===== src/logic/vbsc_pkg.sv =====
// Function
// - Any-long-type bit passes every long packet
// - Match enable passes packets equal to value
// - Match value writes blocked while matching enabled
// - YUV bit plus hundred mode passes 10-bit YUV
// - Bit 1 inverts frame-valid polarity
// - Bit 0 inverts line-valid polarity
// - Six-bit match value passes in either mode
// - Match only when programmed value is long
// - Inject bit inserts programmed parity error count
// - Entering self-test injects the errors automatically
// - Seven-bit error count field, resets to zero
// - Nonzero bits 7:4 enable forced errors
// - Local self-test bit forces self-test mode
// - Clock select: 00 system, 01 50MHz, 1X 25MHz
// - Bit 0 enables remote self-test
// - Gain is 128 over field, reset 0x20
// - Sensor enable field 00 off, 11 on
// - GPIO sensing select chooses GPIO0, GPIO1, both
// - Bit 7 applies sensor gain, resets one
package vbsc_pkg;

	// ************
	// Register offsets
	// ************
	localparam logic [7:0] OFS_VIDEO_FILTER_CONFIG    = 8'h10;
	localparam logic [7:0] OFS_VIDEO_TYPE_MATCH_VALUE = 8'h11;
	localparam logic [7:0] OFS_PARITY_ERROR_INJECTION = 8'h13;
	localparam logic [7:0] OFS_SELF_TEST_CONTROL      = 8'h14;
	localparam logic [7:0] OFS_SENSOR_VOLTAGE_GAIN    = 8'h15;
	localparam logic [7:0] OFS_SENSOR_CONTROL_FIRST   = 8'h17;
	localparam logic [7:0] OFS_SENSOR_CONTROL_SECOND  = 8'h18;

	// ************
	// Reset values and unmapped read value
	// ************
	localparam logic [7:0] RST_VIDEO_FILTER_CONFIG    = 8'h00;
	localparam logic [7:0] RST_VIDEO_TYPE_MATCH_VALUE = 8'h00;
	localparam logic [6:0] RST_INJECTED_ERROR_COUNT   = 7'h00;
	localparam logic [7:0] RST_SELF_TEST_CONTROL      = 8'h00;
	localparam logic [7:0] RST_SENSOR_VOLTAGE_GAIN    = 8'h20;
	localparam logic [7:0] RST_SENSOR_CONTROL_FIRST   = 8'h3c;
	localparam logic [7:0] RST_SENSOR_CONTROL_SECOND  = 8'h80;
	localparam logic [7:0] READ_UNMAPPED              = 8'h00;

	// ************
	// Field positions
	// ************
	localparam int BIT_ANY_LONG_TYPE_PASS = 4;
	localparam int BIT_TYPE_MATCH_ENABLE  = 3;
	localparam int BIT_YUV10_PASS_ENABLE  = 2;
	localparam int BIT_FRAME_VALID_INVERT = 1;
	localparam int BIT_LINE_VALID_INVERT  = 0;
	localparam int BIT_INJECT_PARITY_ERRS = 7;
	localparam int BIT_LOCAL_SELF_TEST    = 3;
	localparam int BIT_REMOTE_SELF_TEST   = 0;
	localparam int BIT_SENSE_GAIN_ENABLE  = 7;

	// ************
	// Packet data types and sensor enable code
	// ************
	localparam logic [5:0] DT_YUV10_A = 6'h19;
	localparam logic [5:0] DT_YUV10_B = 6'h1d;
	localparam logic [5:0] DT_YUV10_C = 6'h1f;
	localparam logic [1:0] SENSOR_ENABLED = 2'h3;

	typedef enum logic [1:0] {
		VBSC_CLK_SYSTEM,
		VBSC_CLK_INT_50M,
		VBSC_CLK_INT_25M
	} vbsc_clk_sel_t;

	typedef struct packed {
		logic       remote_self_test_enable;
		logic       self_test_mode;
		vbsc_clk_sel_t self_test_clock_select;
		logic       sensors_enabled;
		logic       sense_gpio0;
		logic       sense_gpio1;
		logic [6:0] voltage_gain_divisor;
		logic       sensor_gain_apply;
	} vbsc_ctrl_t;

endpackage : vbsc_pkg


===== src/logic/vbsc_regs.sv =====
`timescale 1ns/1ps
`default_nettype none

module vbsc_regs (
	// Clock and reset
	input  wire logic              clk_sys,
	input  wire logic              rst_n,
	// Register port
	input  wire logic [7:0]        reg_addr,
	input  wire logic [7:0]        reg_wdata,
	input  wire logic              reg_wr,
	input  wire logic              reg_rd,
	output logic      [7:0]        reg_rdata,
	// Video packet filter
	input  wire logic              pkt_valid,
	input  wire logic [5:0]        pkt_data_type,
	input  wire logic              video_mode_hundred,
	output logic                   pkt_pass,
	// Frame and line valid pins
	input  wire logic              frame_valid_pin,
	input  wire logic              line_valid_pin,
	output logic                   frame_valid,
	output logic                   line_valid,
	// Forward channel parity injection
	input  wire logic              fc_parity_slot,
	output logic                   fc_parity_err_inject,
	output logic      [6:0]        fc_errors_remaining,
	// Self-test and sensor settings
	output vbsc_pkg::vbsc_ctrl_t   ctrl
);

	// ************
	// Reset release
	// ************
	logic rst_meta;
	logic rst_sync_n;

	always_ff @(posedge clk_sys or negedge rst_n) begin
		if (!rst_n) begin
			rst_meta   <= 1'b0;
			rst_sync_n <= 1'b0;
		end else begin
			rst_meta   <= 1'b1;
			rst_sync_n <= rst_meta;
		end
	end

	// ************
	// Helpers
	// ************
	function automatic logic is_long_type(input logic [5:0] dt);
		is_long_type = dt[5] | dt[4];
	endfunction : is_long_type

	function automatic logic is_yuv10_type(input logic [5:0] dt);
		is_yuv10_type = (dt == vbsc_pkg::DT_YUV10_A) || (dt == vbsc_pkg::DT_YUV10_B) ||
			(dt == vbsc_pkg::DT_YUV10_C);
	endfunction : is_yuv10_type

	// ************
	// Registers
	// ************
	logic [7:0] video_filter_config;
	logic [7:0] video_type_match_value;
	logic [6:0] injected_error_count;
	logic       inject_parity_errors;
	logic [7:0] self_test_control;
	logic [7:0] sensor_voltage_gain;
	logic [7:0] sensor_control_first;
	logic [7:0] sensor_control_second;

	// ************
	// Write decode
	// ************
	wire logic wr_cfg    = reg_wr && (reg_addr == vbsc_pkg::OFS_VIDEO_FILTER_CONFIG);
	wire logic wr_match  = reg_wr && (reg_addr == vbsc_pkg::OFS_VIDEO_TYPE_MATCH_VALUE);
	wire logic wr_inject = reg_wr && (reg_addr == vbsc_pkg::OFS_PARITY_ERROR_INJECTION);
	wire logic wr_test   = reg_wr && (reg_addr == vbsc_pkg::OFS_SELF_TEST_CONTROL);
	wire logic wr_gain   = reg_wr && (reg_addr == vbsc_pkg::OFS_SENSOR_VOLTAGE_GAIN);
	wire logic wr_sen0   = reg_wr && (reg_addr == vbsc_pkg::OFS_SENSOR_CONTROL_FIRST);
	wire logic wr_sen1   = reg_wr && (reg_addr == vbsc_pkg::OFS_SENSOR_CONTROL_SECOND);

	// ************
	// Field views
	// ************
	wire logic any_long_type_pass = video_filter_config[vbsc_pkg::BIT_ANY_LONG_TYPE_PASS];
	wire logic type_match_enable  = video_filter_config[vbsc_pkg::BIT_TYPE_MATCH_ENABLE];
	wire logic yuv10_pass_enable  = video_filter_config[vbsc_pkg::BIT_YUV10_PASS_ENABLE];
	wire logic frame_valid_invert = video_filter_config[vbsc_pkg::BIT_FRAME_VALID_INVERT];
	wire logic line_valid_invert  = video_filter_config[vbsc_pkg::BIT_LINE_VALID_INVERT];
	wire logic [5:0] type_match_value = video_type_match_value[5:0];
	wire logic [3:0] forced_error_enable = self_test_control[7:4];
	wire logic local_self_test_enable = self_test_control[vbsc_pkg::BIT_LOCAL_SELF_TEST];

	// Match value frozen while matching is live
	wire logic match_write_ok = wr_match && !type_match_enable;

	// ************
	// Filter config register
	// ************
	wire logic [7:0] next_video_filter_config =
		wr_cfg ? reg_wdata : video_filter_config;

	always_ff @(posedge clk_sys or negedge rst_sync_n) begin
		if (!rst_sync_n) begin
			video_filter_config <= vbsc_pkg::RST_VIDEO_FILTER_CONFIG;
		end else begin
			video_filter_config <= next_video_filter_config;
		end
	end

	// ************
	// Match value register
	// ************
	wire logic [7:0] next_video_type_match_value =
		match_write_ok ? reg_wdata : video_type_match_value;

	always_ff @(posedge clk_sys or negedge rst_sync_n) begin
		if (!rst_sync_n) begin
			video_type_match_value <= vbsc_pkg::RST_VIDEO_TYPE_MATCH_VALUE;
		end else begin
			video_type_match_value <= next_video_type_match_value;
		end
	end

	// ************
	// Error count register
	// ************
	wire logic [6:0] next_injected_error_count =
		wr_inject ? reg_wdata[6:0] : injected_error_count;

	always_ff @(posedge clk_sys or negedge rst_sync_n) begin
		if (!rst_sync_n) begin
			injected_error_count <= vbsc_pkg::RST_INJECTED_ERROR_COUNT;
		end else begin
			injected_error_count <= next_injected_error_count;
		end
	end

	// ************
	// Self-test control register
	// ************
	wire logic [7:0] next_self_test_control =
		wr_test ? reg_wdata : self_test_control;

	always_ff @(posedge clk_sys or negedge rst_sync_n) begin
		if (!rst_sync_n) begin
			self_test_control <= vbsc_pkg::RST_SELF_TEST_CONTROL;
		end else begin
			self_test_control <= next_self_test_control;
		end
	end

	// ************
	// Voltage gain register
	// ************
	wire logic [7:0] next_sensor_voltage_gain =
		wr_gain ? reg_wdata : sensor_voltage_gain;

	always_ff @(posedge clk_sys or negedge rst_sync_n) begin
		if (!rst_sync_n) begin
			sensor_voltage_gain <= vbsc_pkg::RST_SENSOR_VOLTAGE_GAIN;
		end else begin
			sensor_voltage_gain <= next_sensor_voltage_gain;
		end
	end

	// ************
	// Sensor control first register
	// ************
	wire logic [7:0] next_sensor_control_first =
		wr_sen0 ? reg_wdata : sensor_control_first;

	always_ff @(posedge clk_sys or negedge rst_sync_n) begin
		if (!rst_sync_n) begin
			sensor_control_first <= vbsc_pkg::RST_SENSOR_CONTROL_FIRST;
		end else begin
			sensor_control_first <= next_sensor_control_first;
		end
	end

	// ************
	// Sensor control second register
	// ************
	wire logic [7:0] next_sensor_control_second =
		wr_sen1 ? reg_wdata : sensor_control_second;

	always_ff @(posedge clk_sys or negedge rst_sync_n) begin
		if (!rst_sync_n) begin
			sensor_control_second <= vbsc_pkg::RST_SENSOR_CONTROL_SECOND;
		end else begin
			sensor_control_second <= next_sensor_control_second;
		end
	end

	// ************
	// Parity error injection
	// ************
	logic       self_test_prev;
	logic [6:0] remaining;
	wire logic  injector_idle    = (remaining == 7'h00);
	wire logic  force_allowed    = (forced_error_enable != 4'h0);
	wire logic  self_test_entry  = local_self_test_enable && !self_test_prev;
	wire logic  inject_start     = injector_idle && force_allowed &&
		(inject_parity_errors || self_test_entry);
	wire logic  inject_now       = fc_parity_slot && !injector_idle;
	wire logic  inject_request   = wr_inject && reg_wdata[vbsc_pkg::BIT_INJECT_PARITY_ERRS];
	wire logic [6:0] start_count = wr_inject ? reg_wdata[6:0] : injected_error_count;

	// ************
	// Injection next state
	// ************
	logic [6:0] next_remaining;
	logic       next_inject;

	always_comb begin
		next_remaining = remaining;
		if (inject_start) begin
			next_remaining = start_count;
		end else if (inject_now) begin
			next_remaining = remaining - 7'h01;
		end
	end

	// Request held until the injector takes it, then self-clears; cleared at once while bits 7:4 are zero
	always_comb begin
		next_inject = inject_parity_errors;
		if (inject_request) begin
			next_inject = 1'b1;
		end else if (inject_start || !force_allowed) begin
			next_inject = 1'b0;
		end
	end

	// ************
	// Injection state
	// ************
	always_ff @(posedge clk_sys or negedge rst_sync_n) begin
		if (!rst_sync_n) begin
			self_test_prev <= 1'b0;
		end else begin
			self_test_prev <= local_self_test_enable;
		end
	end

	always_ff @(posedge clk_sys or negedge rst_sync_n) begin
		if (!rst_sync_n) begin
			remaining <= 7'h00;
		end else begin
			remaining <= next_remaining;
		end
	end

	always_ff @(posedge clk_sys or negedge rst_sync_n) begin
		if (!rst_sync_n) begin
			inject_parity_errors <= 1'b0;
		end else begin
			inject_parity_errors <= next_inject;
		end
	end

	always_ff @(posedge clk_sys or negedge rst_sync_n) begin
		if (!rst_sync_n) begin
			fc_parity_err_inject <= 1'b0;
		end else begin
			fc_parity_err_inject <= inject_now && !inject_start;
		end
	end

	assign fc_errors_remaining = remaining;

	// ************
	// Video packet filter
	// ************
	wire logic pass_any   = any_long_type_pass && is_long_type(pkt_data_type);
	wire logic pass_match = type_match_enable && (pkt_data_type == type_match_value) &&
		is_long_type(type_match_value);
	wire logic pass_yuv   = yuv10_pass_enable && video_mode_hundred &&
		is_yuv10_type(pkt_data_type);

	always_ff @(posedge clk_sys or negedge rst_sync_n) begin
		if (!rst_sync_n) begin
			pkt_pass <= 1'b0;
		end else begin
			pkt_pass <= pkt_valid && (pass_any || pass_match || pass_yuv);
		end
	end

	// ************
	// Frame and line valid polarity
	// ************
	logic [1:0] fv_sync;
	logic [1:0] lv_sync;

	always_ff @(posedge clk_sys or negedge rst_sync_n) begin
		if (!rst_sync_n) begin
			fv_sync     <= 2'h0;
			frame_valid <= 1'b0;
		end else begin
			fv_sync     <= {fv_sync[0], frame_valid_pin};
			frame_valid <= fv_sync[1] ^ frame_valid_invert;
		end
	end

	always_ff @(posedge clk_sys or negedge rst_sync_n) begin
		if (!rst_sync_n) begin
			lv_sync    <= 2'h0;
			line_valid <= 1'b0;
		end else begin
			lv_sync    <= {lv_sync[0], line_valid_pin};
			line_valid <= lv_sync[1] ^ line_valid_invert;
		end
	end

	// ************
	// Self-test and sensor settings
	// ************
	wire logic [1:0] clk_sel_field = self_test_control[2:1];
	wire vbsc_pkg::vbsc_clk_sel_t clk_sel_dec =
		clk_sel_field[1] ? vbsc_pkg::VBSC_CLK_INT_25M :
		(clk_sel_field[0] ? vbsc_pkg::VBSC_CLK_INT_50M : vbsc_pkg::VBSC_CLK_SYSTEM);

	vbsc_pkg::vbsc_ctrl_t next_ctrl;

	assign next_ctrl.remote_self_test_enable =
		self_test_control[vbsc_pkg::BIT_REMOTE_SELF_TEST];
	assign next_ctrl.self_test_mode         = local_self_test_enable;
	assign next_ctrl.self_test_clock_select = clk_sel_dec;
	assign next_ctrl.sensors_enabled        =
		(sensor_control_first[3:2] == vbsc_pkg::SENSOR_ENABLED);
	assign next_ctrl.sense_gpio0            = sensor_control_first[0];
	assign next_ctrl.sense_gpio1            = sensor_control_first[1];
	assign next_ctrl.voltage_gain_divisor   = sensor_voltage_gain[6:0];
	assign next_ctrl.sensor_gain_apply      =
		sensor_control_second[vbsc_pkg::BIT_SENSE_GAIN_ENABLE];

	// ************
	// Control outputs
	// ************
	always_ff @(posedge clk_sys or negedge rst_sync_n) begin
		if (!rst_sync_n) begin
			ctrl <= '0;
		end else begin
			ctrl <= next_ctrl;
		end
	end

	// ************
	// Read back
	// ************
	logic [7:0] read_mux;

	always_comb begin
		unique case (reg_addr)
			vbsc_pkg::OFS_VIDEO_FILTER_CONFIG:    read_mux = video_filter_config;
			vbsc_pkg::OFS_VIDEO_TYPE_MATCH_VALUE: read_mux = video_type_match_value;
			vbsc_pkg::OFS_PARITY_ERROR_INJECTION: read_mux = {inject_parity_errors,
				injected_error_count};
			vbsc_pkg::OFS_SELF_TEST_CONTROL:      read_mux = self_test_control;
			vbsc_pkg::OFS_SENSOR_VOLTAGE_GAIN:    read_mux = sensor_voltage_gain;
			vbsc_pkg::OFS_SENSOR_CONTROL_FIRST:   read_mux = sensor_control_first;
			vbsc_pkg::OFS_SENSOR_CONTROL_SECOND:  read_mux = sensor_control_second;
			default:                              read_mux = vbsc_pkg::READ_UNMAPPED;
		endcase
	end

	always_ff @(posedge clk_sys or negedge rst_sync_n) begin
		if (!rst_sync_n) begin
			reg_rdata <= 8'h00;
		end else begin
			reg_rdata <= reg_rd ? read_mux : 8'h00;
		end
	end

endmodule : vbsc_regs

`default_nettype wire


===== config.mk =====
export PLATFORM = sky130hd
export DESIGN_NAME = vbsc_regs
export DESIGN_NICKNAME = d
export VERILOG_FILES = /design/src/logic/vbsc_pkg.sv /design/src/logic/vbsc_regs.sv
export SDC_FILE = /design/constraint.sdc
export NUM_CORES = 1
export LEC_CHECK = 0
export ABC_AREA = 1
export BUFFER_PORTS_ARGS = -buffer_cell sky130_fd_sc_hd__buf_2
export CAP_MARGIN = 0
export CORE_MARGIN = 4
export CORE_UTILIZATION = 55
export DETAILED_ROUTE_END_ITERATION = 12
export GPL_TIMING_DRIVEN = 0
export PLACE_DENSITY = 0.83
export SLEW_MARGIN = 20
export SYNTH_ARGS = -nofsm -noshare
export SYNTH_HDL_FRONTEND = slang
export SYNTH_SLANG_ARGS = --single-unit

===== constraint.sdc =====
create_clock -name clk_sys -period 3.35 [get_ports clk_sys]
set_clock_uncertainty 0.05 [all_clocks]
set_input_delay 0.335 -clock clk_sys [delete_from_list [all_inputs] [get_ports clk_sys]]
set_output_delay 0.335 -clock clk_sys [all_outputs]
set_load 0.1 [all_outputs]

==> impl_results.md, run 1 <==
- Status: completed
- Worst reg2reg setup slack: about 1400 ps
- Area share of fa/ha/maj cells after synthesis: 0.005952
- Multiplexer share of the synthesized area: 0
- Area occupied by multi-input gates: 0.001538 mm2
- Worst Setup End Kind: flip-flop
- Avg Cell Area, Syn: a little under 9 um2
- Hold Path Class: primary input to flip-flop
- Die Span Y: between 90 and 100 um
- Top delay family on crit path: simple AND/OR/NAND/NOR gates
- Crit path required time: between 3000 and 4000 ps
- Max rail drop VDD: ~0.7 mV
- Total die area: 0.009107 mm2
- Gp weighted congestion: 0.9033
- Die width: 95.43 um
- Synth area leader: dfrtp_1
- Root Buffer: clkbuf_8
- Dpl hpwl: 7.451 mm
- Min cycle time layout: slightly below 2000 ps
- Crit Path Class: flip-flop to flip-flop
- CTS tree: yes
- Placement Rows: 31
- FILL cells: 630
- CP cell instances: inv_1 -> ha_1 -> nand3_1 -> nor2_1 -> nand3_1 -> inv_1 -> nand3_1 -> nand2_1 -> nand2_1
- First-pass GRT wire length: ~17 mm
- Synth top area share: 0.5357
- # setup viols final: 0
- Vias per inst: 5.451
- Fmax achieved: 0.5202 GHz
- PwrDens: 567.5 mW/mm2
- Nets: 596
- All-Layer GR Usage: 0.2489
- Yosys reg bits: between 90 and 100
- Syn Inst Count: between 400 and 500
- Leak: ~2.5 nW
- Pre-CTS setup slack: between 1000 and 1500 ps
- Vias in the first global route: approximately 3500
- Int Pwr: between 1.5 and 2 mW
- Register Area: ~0.0024 mm2
- DRC viols: 0
- Initial antenna violation count: 0
- Crit path buffers/inverters: 2
- Congestion Overflow GR: 0
- Number of synthesized flops with an enable pin: 0
- Final hold violation count: 0
- Cell mode on critical path: nand3_1
- Startpoint types: flip-flop
- Tcrit/Tclk final: 0.5738
- Commonest cells in the netlist: nand2_1, dfrtp_1, nand3_1, o21ai_0, inv_1
- Relative slew slack: 0.6531
- Max Slew Vio Count: 0
- Yosys warns: 0
- TritonCTS Sinks: between 90 and 100
- Sw Ratio: 0.3772
- Post-Synth XOR/XNOR Area: 0.01042
- Worst-path clk slew: 90 ps
- CTS max path bufs: 2
- Port bufs: 64
- Clock network fraction of total power: 0.269
- Largest net degree at the start of global routing: a little under 60
- Worst EP arrival: about 2100 ps
- Crit-path max cell delay: around 400 ps
- Largest cells by area after synthesis: dfrtp_1, nand2_1, nand3_1
- Total power: between 2 and 3 mW
- Primary FF master, synth: dfrtp_1
- # IOs: 65
- First-pass DRT Iterations: 6
- Antenna diodes: 0
- Final WS setup: 1428 ps
- Initial DRC Count: approximately 350
- Max-Cap Viols: 0
- Post-route ant nets: 0
- RSZ-0062 raised after global routing: false
- Vias: between 3000 and 4000
- CP Max Fanout: 8
- Core area: roughly 0.0073 mm2
- NetSw: 1.045 mW
- Share of cells above drive strength 1: 0.2007
- Asr flop ratio synth: 1.000
- Final WL: between 10 and 15 mm
- Num CTS Buffers: 9
- Routed wire per std cell: between 15 and 20 um
- Synth Area in Compound Gates: 0.09315
- Cell Area, Synth: 0.004204 mm2
- Slowest library cell on the worst path: dfrtp_1
- Synth Area in Simple Gates: 0.2554
- Synthesized net count: roughly 520
- Sequential fraction of the synthesis area: 0.5732
- Worst-Margin Slew: between 500 and 600 ps
- Post-synth cell types: 29
- Post-CTS Resized: 0
- Sequential share of power: 0.475
- Area delta synth->final: 16.16%
- Initial core utilization: 0.5735
- Clk_lat worst skew: 370 ps
- H-tree depth: 3
- Count leader, synth: nand2_1
- Largest family of logic cells by synthesized area: simple AND/OR/NAND/NOR gates
- Gate power share: 0.255
placed cells by master, fill, tap and decap left out, types with 3 or more instances in the layout:
master	instances
dfrtp_1	89
nand4_1	3
dfstp_2	6
xor2_1	3
nand2_1	117
nor2_1	40
inv_1	48
nand3_2	4
nor2_2	5
clkbuf_1	4
o21ai_0	60
clkinv_2	3
buf_4	3
a21oi_1	9
buf_2	71
clkbuf_8	9
nand3_1	69
final timing paths:
kind	from	cells past startpoint	to
max	fc_errors_remaining[0]	9	fc_errors_remaining[1]
min	line_valid_pin	1	lv_sync[0]
max reg2reg	fc_errors_remaining[0]	9	fc_errors_remaining[1]
min reg2reg	rst_sync_n	0	sensor_voltage_gain[3]
max in group asynchronous	rst_sync_n	1	sensor_control_first[5]
min in group asynchronous	rst_n	2	rst_sync_n
registers in the layout, summed over array words and instances (netlist names), 2 cells and up:
| signal | count |
|---|---|
| sensor_control_first | 8 |
| lv_sync | 2 |
| fc_errors_remaining | 7 |
| self_test_control | 8 |
| injected_error_count | 7 |
| fv_sync | 2 |
| reg_rdata | 8 |
| sensor_control_second | 8 |
| video_filter_config | 8 |
| video_type_match_value | 8 |
| ctrl | 14 |
| sensor_voltage_gain | 8 |
stage by stage:
step | area [um2] | instances | utilization | TNS (ps) | hold WS, ps
6_report | 4883 | 667 | 0.6662 | 0 | 25.11
2_1_floorplan | 4204 | 486 | - | 0 | -10.59
3_5_place_dp | 4679 | 650 | 0.6383 | 0 | 71.97
5_1_grt | 4883 | 667 | 0.6662 | 0 | 5.445
3_3_place_gp | 4648 | 649 | 0.6341 | -40490 | 69.89
4_1_cts | 4883 | 667 | 0.6662 | 0 | 12.83
worst reg2reg max path: cells and delay by family, from the launching register on:
| kind | cells | cell delay, ps |
|---|---|---|
| buffers and inverters | 2 | 360 |
| DFF | 1 | 400 |
| and+or+nand+nor | 6 | 850 |
| adders and majority gates | 1 | 160 |
power groups by stage:
stage	logic (mW)	clock network, mW	registers [mW]
2_1_floorplan	0.192	0	1.70
3_3_place_gp	0.673	0	1.34
3_5_place_dp	0.706	0	1.34
4_1_cts	0.710	0.762	1.32
5_1_grt	0.758	0.814	1.33
6_report	0.707	0.747	1.32
area by class of cell:
type                       count  share of cell area
clock buffer                   9             0.02537
buffer                        14             0.01486
inverter                      49             0.03766
multi-input combinational    327              0.3149
sequential                    96              0.4942
timing repair buffer          66             0.07328
tap                           99             0.02537
clock inverter                 7             0.01435
timing repair:
item                      4_1_cts  5_1_grt
setup buffers                   0        0
hold endpoints to repair        2        0
hold buffers                    1        0
cells by family (layout without fill, tap and decap cells):
logic type | after synthesis | count (layout)
AO/OA/AOI/OAI | 75 | 75
XOR/XNOR | 5 | 5
adder cells (fa/ha/maj) | 2 | 2
buffers and inverters | 63 | 145
flip-flops | 96 | 96
other | 1 | 1
AND/OR/NAND/NOR | 244 | 244
metal layers:
metal / up-vias / track usage / share of wire / wire, um
met3: 23 / 0.06788 / 0.084 / 869
met5: - / 0 / 0 / 0
met4: 0 / 0.1078 / 0.029 / 298
li1: 1729 / - / - / -
met2: 169 / 0.3802 / 0.47 / 4842
met1: 1715 / 0.3358 / 0.42 / 4360
(Power assumes the default switching activity.)
==> run 2: changes to the inputs <==
Clock period 3.35 ns to 1.91 ns, I/O delays scaled along.
==> run 2 against run 1 <==
  * Cell count is 0.45% higher
  * Register-to-register slack worse by 1200 ps
  * Sequential share of layout area is 0.22 points lower
  * First-iteration DRC count is 17% lower
==> impl_results.md, run 2 (synthesis results as in run 1) <==
- Status: completed
- Crit path required time: between 2000 and 2500 ps
- Initial core utilization: 0.5735
- Register Area: about 0.0024 mm2
- Nets: 599
- Setup_tns: 0 ps
- Antenna diodes: 0
- Crit-path max cell delay: ~420 ps
- All-Layer GR Usage: 0.2432
- # IOs: 65
- Hold WS: between 10 and 15 ps
- Vias in the first global route: approximately 3400
- Max rail drop VDD: approximately 1.1 mV
- FF-to-FF End: fc_errors_remaining[1]
- First-pass GRT wire length: roughly 17 mm
- Pre-CTS setup slack: ~67 ps
- Routed wire per std cell: approximately 15 um
- Most common cell after layout, fill and taps aside: nand2_1
- Hold Path Cell Cnt: 3
- Die Span Y: 95.43 um
- Vias: 3631
- Relative slew slack: 0.6004
- Max Slew Vio Count: 0
- Die width: 95.43 um
- Initial antenna violation count: 0
- R2r startpoint: fc_errors_remaining[0]
- TritonCTS Sinks: 96
- Biggest register: ctrl
- Core area: ~0.0073 mm2
- Hold-critical path endpoint: injected_error_count[1]
- Cell area after layout: ~0.0049 mm2
- # setup viols final: 0
- Worst R2R Path Depth: 9
- Area delta synth->final: 17.05%
- Worst Setup End Kind: flip-flop
- CP cell instances: inv_1 -> ha_1 -> nand3_1 -> nor2_2 -> nand3_2 -> inv_1 -> nand3_1 -> nand2_1 -> nand2_1
- H-tree depth: 3
- Fmax achieved: between 0.5 and 0.6 GHz
- CP Max Fanout: 8
- Critical Path Start: fc_errors_remaining[0]
- Largest net degree at the start of global routing: between 40 and 50
- Min cycle time layout: roughly 1700 ps
- Most frequent cells in the layout: nand2_1, dfrtp_1, buf_2, nand3_1, o21ai_0
- Gp weighted congestion: slightly above 0.9
- Congestion Overflow GR: 0
- Clk_lat worst skew: around 370 ps
- Worst reg2reg setup slack: 210 ps
- Final WL: between 10 and 15 mm
- Placement Rows: 31
- Largest register FFs: 14
- Dpl hpwl: 7.315 mm
- Area occupied by multi-input gates: 0.001545 mm2
- FILL cells: 585
- Share of cells above drive strength 1: 0.2137
- DRC viols: 0
- Hold Path Class: primary input to flip-flop
- Post-route ant nets: 0
- Worst-Margin Slew: roughly 600 ps
- Placed inst area: approximately 0.0047 mm2
- First-pass DRT Iterations: 5
- Port bufs: 64
- PwrDens: approximately 1000 mW/mm2
- Final WS setup: around 210 ps
- Worst EP arrival: 1920 ps
- CTS max path bufs: 2
- Vias per inst: between 5 and 6
- Initial DRC Count: 288
- Slowest library cell on the worst path: dfrtp_2
- Setup Buffers After CTS: 0
- Max-Cap Viols: 0
- Root Buffer: clkbuf_8
- Num CTS Buffers: 9
- RSZ-0062 raised after global routing: false
- Total die area: around 0.009 mm2
- Tcrit/Tclk final: 0.8899
- Leak: approximately 2.5 nW
- Worst-path clk slew: roughly 100 ps
- Final hold violation count: 0
- Crit Path Class: flip-flop to flip-flop
- Util after Layout: 0.6713
- CTS tree: yes
- Startpoint types: flip-flop
- HP Start: reg_wdata[1]
[run 2: what timing repair did]
action                                  4_1_cts  5_1_grt
hold buffers                                  4        0
endpoints found under the hold margin         5        0
endpoints found under the setup margin        0        4
resized for setup                             0        2
[run 2: worst max-delay path, delay by kind of cell (launching register included)]
family                   cells  cell delay (ps)
buffers and inverters        2              280
adder cells (fa/ha/maj)      1              160
AND/OR/NAND/NOR              6              700
flip-flops                   1              420
[run 2: area by class of cell]
cell class / count / area share
Sequential cell: 96 / 0.4920
Multi-Input combinational cell: 327 / 0.3140
Timing Repair Buffer: 69 / 0.07882
Inverter: 49 / 0.03738
Clock buffer: 9 / 0.02517
Tap cell: 99 / 0.02517
Buffer: 14 / 0.01475
Clock inverter: 7 / 0.01271
[run 2: worst max-delay path by stage]
stage / endpoint / slack (ps)
2_1_floorplan: fc_errors_remaining[1] / 30
3_3_place_gp: fc_errors_remaining[3] / -390
3_5_place_dp: fc_errors_remaining[1] / 70
4_1_cts: fc_errors_remaining[1] / 50
5_1_grt: fc_errors_remaining[1] / 30
6_report: fc_errors_remaining[1] / 210
[run 2: report_power, final]
part / leakage (nW) / total [mW] / switching (mW) / internal, mW
registers: 1.26 / 2.32 / 0.124 / 2.20
clock network: 0.0927 / 1.27 / 0.764 / 0.501
logic: 1.15 / 1.25 / 1.01 / 0.242
[run 2: metal layers]
layer,vias to the layer above,GRT usage,wire (um)
met5,-,0,0
met4,0,0.1066,365
met3,34,0.05683,831
met2,165,0.3679,4831
met1,1702,0.3370,4307
li1,1730,-,-
[run 2: through the flow]
stage / cells / total power [mW]
5_1_grt: 670 / 5.058
3_5_place_dp: 650 / 3.593
6_report: 670 / 4.838
2_1_floorplan: 486 / 3.325
3_3_place_gp: 649 / 3.548
4_1_cts: 670 / 4.851
